[config.mk]
export PLATFORM = sky130hd
export DESIGN_NAME = sct_tunnel
export DESIGN_NICKNAME = d
export VERILOG_FILES = /design/src/pkg/sct_pkg.sv /design/src/core/sct_tunnel.sv
export SDC_FILE = /design/constraint.sdc
export NUM_CORES = 1
export LEC_CHECK = 0
export BUFFER_PORTS_ARGS = -buffer_cell sky130_fd_sc_hd__buf_2
export CORE_ASPECT_RATIO = 0.9
export CORE_MARGIN = 2
export CORE_UTILIZATION = 55
export CTS_CLUSTER_DIAMETER = 120
export DETAILED_ROUTE_END_ITERATION = 10
export PLACE_DENSITY_LB_ADDON = 0.15
export RECOVER_POWER = 25
export SLEW_MARGIN = 20
export SYNTH_ARGS = -nofsm -noshare
export SYNTH_HDL_FRONTEND = slang
export SYNTH_SLANG_ARGS = --single-unit
[constraint.sdc]
create_clock -name clk_i -period 3.55 [get_ports clk_i]
set_input_delay 0.5325 -clock clk_i [delete_from_list [all_inputs] [get_ports clk_i]]
set_output_delay 0.5325 -clock clk_i [all_outputs]
set_load 0.02 [all_outputs]
[src/pkg/sct_pkg.sv]
// constants shared by the spi control channel tunnel
package sct_pkg;

	// control_channel_mode_field encodings
	localparam logic [2:0] MODE_FWD_SPI  = 3'h6;
	localparam logic [2:0] MODE_REV_SPI  = 3'h7;

	// reset values of the regenerated spi outputs
	localparam logic       RST_SS_N      = 1'h1;
	localparam logic       RST_SCLK      = 1'h0;
	localparam logic       RST_MOSI      = 1'h0;

	// default depth of the reverse sample queue
	localparam int         REV_DEPTH     = 16;

	// clock rate and least slave-select gap per back-channel rate
	localparam int         CLK_HZ        = 20_000_000;
	localparam real        SS_GAP_5M_US  = 7.5;
	localparam real        SS_GAP_10M_US = 3.75;
	localparam real        SS_GAP_20M_US = 1.875;
	localparam int         SS_GAP_5M_CYC  = int'($ceil(SS_GAP_5M_US * CLK_HZ / 1.0e6));
	localparam int         SS_GAP_10M_CYC = int'($ceil(SS_GAP_10M_US * CLK_HZ / 1.0e6));
	localparam int         SS_GAP_20M_CYC = int'($ceil(SS_GAP_20M_US * CLK_HZ / 1.0e6));

endpackage
[src/core/sct_tunnel.sv]
// spi control channel tunnel, deserializer end
`timescale 1ns/1ps

////////////////////////////////////////////////////////////////////////////////
// Contract
// - rebuild spi outputs from forward frame bits
// - mosi output frozen while clock high
// - clock output one pixel behind mosi
// - synchronise select and clock inputs locally
// - capture mosi on synchronised clock edge
// - queue samples, drain into back frames
// - every back frame carries select state
// - at most one sample per back frame
// - read clock period exceeds round trip
// - tunnel never reaches own registers
module sct_tunnel
	import sct_pkg::*;
#(
	parameter int DEPTH = REV_DEPTH
) (
	// clock and reset
	input  wire logic       clk_i,
	input  wire logic       reset_i,
	// mode selection
	input  wire logic [2:0] control_channel_mode_field_i,
	// forward frame bits, same clock
	input  wire logic       pixel_en_i,
	input  wire logic       frame_sclk_i,
	input  wire logic       frame_mosi_i,
	input  wire logic       frame_ss_n_i,
	// regenerated spi outputs
	output logic            fwd_spi_clock_o,
	output logic            fwd_mosi_o,
	output logic            fwd_ss_n_o,
	// local spi master pins, asynchronous
	input  wire logic       rev_sclk_i,
	input  wire logic       rev_mosi_i,
	input  wire logic       rev_ss_n_i,
	// back channel framer, same clock
	input  wire logic       bc_frame_req_i,
	output logic            bc_frame_valid_o,
	output logic            bc_ss_n_o,
	output logic            bc_sample_valid_o,
	output logic            bc_sample_o,
	output logic            bc_overflow_o
);

	// one bit wider than an index so a full queue can be counted
	localparam int CW = $clog2(DEPTH + 1);

	typedef struct packed {
		// forward regeneration
		logic             clk_d;
		logic             clk;
		logic             mosi;
		logic             ss_n;
		// reverse pin synchronisers
		logic             ss1;
		logic             ss2;
		logic             ck1;
		logic             ck2;
		logic             ck3;
		logic             mo1;
		logic             mo2;
		// sample queue, head at bit 0
		logic [DEPTH-1:0] qbits;
		logic [CW-1:0]    qcnt;
		// back channel answer
		logic             bc_valid;
		logic             bc_ss_n;
		logic             bc_has;
		logic             bc_data;
		logic             ovf;
	} sct_state_t;

	// every state bit at reset: selects idle high, clocks low, queue empty
	localparam sct_state_t S_RESET = '{
		clk_d:    RST_SCLK,
		clk:      RST_SCLK,
		mosi:     RST_MOSI,
		ss_n:     RST_SS_N,
		ss1:      RST_SS_N,
		ss2:      RST_SS_N,
		ck1:      RST_SCLK,
		ck2:      RST_SCLK,
		ck3:      RST_SCLK,
		mo1:      RST_MOSI,
		mo2:      RST_MOSI,
		qbits:    '0,
		qcnt:     '0,
		bc_valid: 1'h0,
		bc_ss_n:  RST_SS_N,
		bc_has:   1'h0,
		bc_data:  1'h0,
		ovf:      1'h0
	};

	sct_state_t s;
	sct_state_t next_s;

	////////////////////////////////////////////////////////////////////////////
	// next state

	always_comb begin
		logic          fwd_on;
		logic          rev_on;
		logic          edge_seen;
		logic          push;
		logic          pop;
		logic [CW-1:0] cnt;
		fwd_on    = (control_channel_mode_field_i == MODE_FWD_SPI);
		rev_on    = (control_channel_mode_field_i == MODE_REV_SPI);
		edge_seen = 1'b0;
		push      = 1'b0;
		pop       = 1'b0;
		cnt       = s.qcnt;
		next_s    = s;

		// pin inputs pass two flops; only the second stage is read
		// a third clock stage keeps the edge detector off the first flop
		next_s.ss1 = rev_ss_n_i;
		next_s.ss2 = s.ss1;
		next_s.ck1 = rev_sclk_i;
		next_s.ck2 = s.ck1;
		next_s.ck3 = s.ck2;
		next_s.mo1 = rev_mosi_i;
		next_s.mo2 = s.mo1;

		// forward regeneration, only frame bits are used: no path to local registers
		// select passes straight through; only mosi needs a hold window
		// deselect parks the forward outputs at their idle levels
		if (!fwd_on) begin
			next_s.clk_d = RST_SCLK;
			next_s.clk   = RST_SCLK;
			next_s.mosi  = RST_MOSI;
			next_s.ss_n  = RST_SS_N;
		end else if (pixel_en_i) begin
			next_s.clk_d = frame_sclk_i;
			next_s.clk   = s.clk_d;
			next_s.ss_n  = frame_ss_n_i;
			// mosi moves only when the clock out is low now and next
			if (!s.clk && !s.clk_d) begin
				next_s.mosi = frame_mosi_i;
			end
		end

		// reverse capture on the rising synchronised clock edge
		// the slave shifts on the falling edge, so rising is the safe capture edge
		edge_seen   = s.ck2 && !s.ck3;
		push        = rev_on && !s.ss2 && edge_seen;
		pop         = rev_on && bc_frame_req_i && (s.qcnt != '0);
		// one-cycle pulses rest low
		next_s.ovf  = 1'b0;
		next_s.bc_valid = 1'b0;

		// every answer reports select, even with an empty queue
		if (rev_on && bc_frame_req_i) begin
			next_s.bc_valid = 1'b1;
			next_s.bc_ss_n  = s.ss2;
			next_s.bc_has   = pop;
			next_s.bc_data  = s.qbits[0];
		end

		// queue: head at bit 0, shift out on pop, append at count
		// pop first, so a full queue still takes a bit in a drain cycle
		if (pop) begin
			next_s.qbits = s.qbits >> 1;
			cnt          = s.qcnt - CW'(1);
		end
		if (push) begin
			if (cnt < CW'(DEPTH)) begin
				next_s.qbits[cnt[$clog2(DEPTH)-1:0]] = s.mo2;
				cnt = cnt + CW'(1);
			end else begin
				// full queue drops the newest bit; the master must pace reads
				next_s.ovf = 1'b1;
			end
		end
		next_s.qcnt = cnt;

		// flushing on deselect keeps stale bits out of a later access
		if (!rev_on) begin
			next_s.qbits   = '0;
			next_s.qcnt    = '0;
			next_s.bc_ss_n = RST_SS_N;
			next_s.bc_has  = 1'b0;
			next_s.bc_data = 1'b0;
		end
	end

	////////////////////////////////////////////////////////////////////////////
	// state register

	// synchronous reset loads the whole state in one step
	always_ff @(posedge clk_i) begin
		if (reset_i) begin
			s <= S_RESET;
		end else begin
			s <= next_s;
		end
	end

	////////////////////////////////////////////////////////////////////////////
	// outputs, all straight from the state register
	// nothing is decoded on the way out, so no output can glitch

	assign fwd_spi_clock_o   = s.clk;
	assign fwd_mosi_o        = s.mosi;
	assign fwd_ss_n_o        = s.ss_n;
	assign bc_frame_valid_o  = s.bc_valid;
	assign bc_ss_n_o         = s.bc_ss_n;
	assign bc_sample_valid_o = s.bc_has;
	assign bc_sample_o       = s.bc_data;
	assign bc_overflow_o     = s.ovf;

endmodule // sct_tunnel

==> results.tsv <==
metric	value	unit
startpoint types	register	
max-slew violation count	0	
clk buf depth	2	
clock latency at the later pin of the worst-skew pair	0.31	ns
Ys Warns	0	
CTS buffer count	5	
Metal-1 WL	2100	um
post-synthesis net count	243	
Initial Utilization	0.577	
CORE AREA	3400	um2
CP max-delay cell	or3b_1	
post-synthesis sequential area ratio	0.377	
# DRC	0	
Starting DRT DRC Count	124	
main area contributors after synthesis	dfxtp_1 38%, nand2_1 7.3%, a21oi_1 5.1%	
post-route cell area	2180	um2
period utilisation layout	0.780	
fraction of layout cells with a size suffix above 1	0.246	
Top Layer Used	met4	
shortest period the worst path allows	2.77	ns
Reg2Reg Capture Point	s[19]	
Final ANT Viol Nets	0	
most frequent cells in the layout	38 x nand2_1, 37 x dfxtp_1, 20 x nor2_1, 20 x a21oi_1, 19 x buf_2	
Synth Area per Inst	8.57	um2
Flop pwr share	0.554	
Arr. time, crit path	2.97	ns
Post-CTS Resized	0	
# nets final	261	
CP Class	reg2reg	
Setup crit end kind	register	
met3 WL	195	um
dpl cell area	2090	um2
Max VDD drop	259	uV
Cells after DPL	284	
Std-Cell Rows	20	
IO Pins	21	
Placer Congestion	0.855	
Finished Layout Cells	292	
clk slew on worst S/H paths	0.08	ns
area grow syn2layout	11.0	%
initial antenna violation count	0	
worst-path cell chain	inv_1 > ha_1 > or3b_1 > o21ai_4 > buf_4 > o21ai_2 > or2_1 > nor2_1 > mux2_2	
switch share	0.249	
clk sinks	37	
WL met2	1640	um
Inserted Diodes	0	
DP Wirelength	2800	um
Max Clk Rate	361	MHz
first-pass GRT wire length	6410	um
Int Pwr	0.569	mW
Rel. slew slack	0.505	
unrepaired setup endpoints after global routing	false	
Hold Crit Class	in2reg	
Worst R2R Start	s[5]	
gr ovfl total	0	
synth unique cells	57	
setup tns final	0	ns
Die Span Y	60.7	um
hold endpoint	next_s[31]	
endpoints failing hold	0	
flop2flop setup slack	0.78	ns
Slowest Stage Delay on Critical Path	0.55	ns
Max Fanout on Critical Path	18	
Leak	0.803	nW
I/O Buffers	20	
postcts setup bufs	0	
Synth Cell Area	1960	um2
Synth area leader	dfxtp_1	
status	finished, final reports clean	
Root Driver	clkbuf_8	
CP startpoint	s[5]	
#FFs+latches synth	37	
commonest non-fill, non-tap cell in the layout	nand2_1	
total power	0.758	mW
vias per cell	5.50	
Routed WL per cell	13.8	um
number of global-route vias before repair	1403	
CTS tree	built	
GRT Total Usage	0.218	
Yosys top cell area share	0.377	
die area	4060	um2
Slew @ Worst Pin	0.742	ns
post-synthesis cell count	229	
Die X	67.0	um
number of max-cap violations	0	
clk_skew	0.00453	ns
DRT Pass-1 Iters	4	
switching power	0.188	mW
CTS H-tree depth	2	
CP required	3.75	ns
Post-CTS Hold Fix Bufs	0	
PwrDens	348	nW/um2
largest net degree at the start of global routing	21	
final wirelength	4020	um
FF-to-FF path depth	9	
Min-Delay Startpoint	rev_ss_n_i	
Clock power frac	0.408	
hold path cells	2	
logic gate share of total power	0.037	
final setup vio count	0	
vias	1605	
==> worst max-delay path: cells and delay by family (launching register included) <==
kind | cells | cell delay, ns
AOI/OAI and AO/OA | 2 | 0.33
adders and majority gates | 1 | 0.28
buffers and inverters | 2 | 0.39
DFF | 1 | 0.37
muxes | 1 | 0.33
and+or+nand+nor | 3 | 0.96
==> metal layers <==
metal,global-route usage,vias up
li1,-,833
met1,0.312,733
met2,0.310,31
met3,0.0482,8
met4,0.114,0
met5,0,-
==> through the flow <==
step                      hold slack (ns)  worst slack [ns]   util
after detailed placement            0.393             0.833  0.614
after CTS                           0.400             0.806  0.640
final                               0.404             0.782  0.640
after global placement              0.391             0.863  0.614
after floorplan                     0.389              1.14      -
after global routing                0.406             0.624  0.640
==> cells in the mapped netlist, drive strengths merged <==
master / count
xor2: 1
a221oi: 2
ha: 1
nor2b: 8
a32o: 1
inv: 5
o31ai: 1
or3b: 2
nand4: 2
buf: 3
xnor2: 2
o21ai: 7
a41oi: 1
o22a: 1
and2: 2
nor3b: 2
a21oi: 20
nand2: 38
nand3: 6
mux2: 13
o221a: 1
a2111oi: 1
nor4: 1
and3: 2
clkbuf: 10
nor4b: 2
o221ai: 1
or3: 3
nand2b: 4
a211o: 1
a211oi: 2
o22ai: 3
dfxtp: 37
mux2i: 8
or2: 7
and4: 1
a31o: 3
nor2: 22
nor3: 2
==> worst max-delay path by stage <==
stage	slack [ns]	end	cells past startpoint
final	0.78	s[19]	9
after global routing	0.62	s[10]	9
after CTS	0.81	s[19]	9
after detailed placement	0.83	s[19]	9
after global placement	0.86	s[11]	9
after floorplan	1.14	s[10]	9
==> cell families after synthesis <==
family | synth area share
and+or+nand+nor | 0.271
DFF | 0.377
muxes | 0.119
adders and majority gates | 0.00637
AOI/OAI and AO/OA | 0.173
xor gates and xnor gates | 0.0134
buffers and inverters | 0.0395
==> final cells by class <==
class,count,area [um2]
well taps,44,55.1
repair buffers,24,129
flip-flops and latches,37,741
inverters,5,18.8
clock inverters,3,21.3
clock buffers,5,68.8
multi-input cells,174,1140
fillers,309,1220
==> flip-flops by register name, indices dropped and copies added, names as in the netlist <==
signal	count
fwd_ss_n_o	1
bc_sample_o	1
fwd_spi_clock_o	1
fwd_mosi_o	1
bc_sample_valid_o	1
next_s	4
s	25
bc_ss_n_o	1
bc_frame_valid_o	1
bc_overflow_o	1
==> power groups by stage <==
stage | Combinational, mW | Clock (mW) | Sequential [mW]
finish | 0.0281 | 0.309 | 0.420
global route | 0.0308 | 0.328 | 0.421
CTS | 0.0284 | 0.314 | 0.420
detailed placement | 0.0283 | 0 | 0.430
global placement | 0.0279 | 0 | 0.430
floorplan | 0.0152 | 0 | 0.431
(Power assumes the default switching activity.)
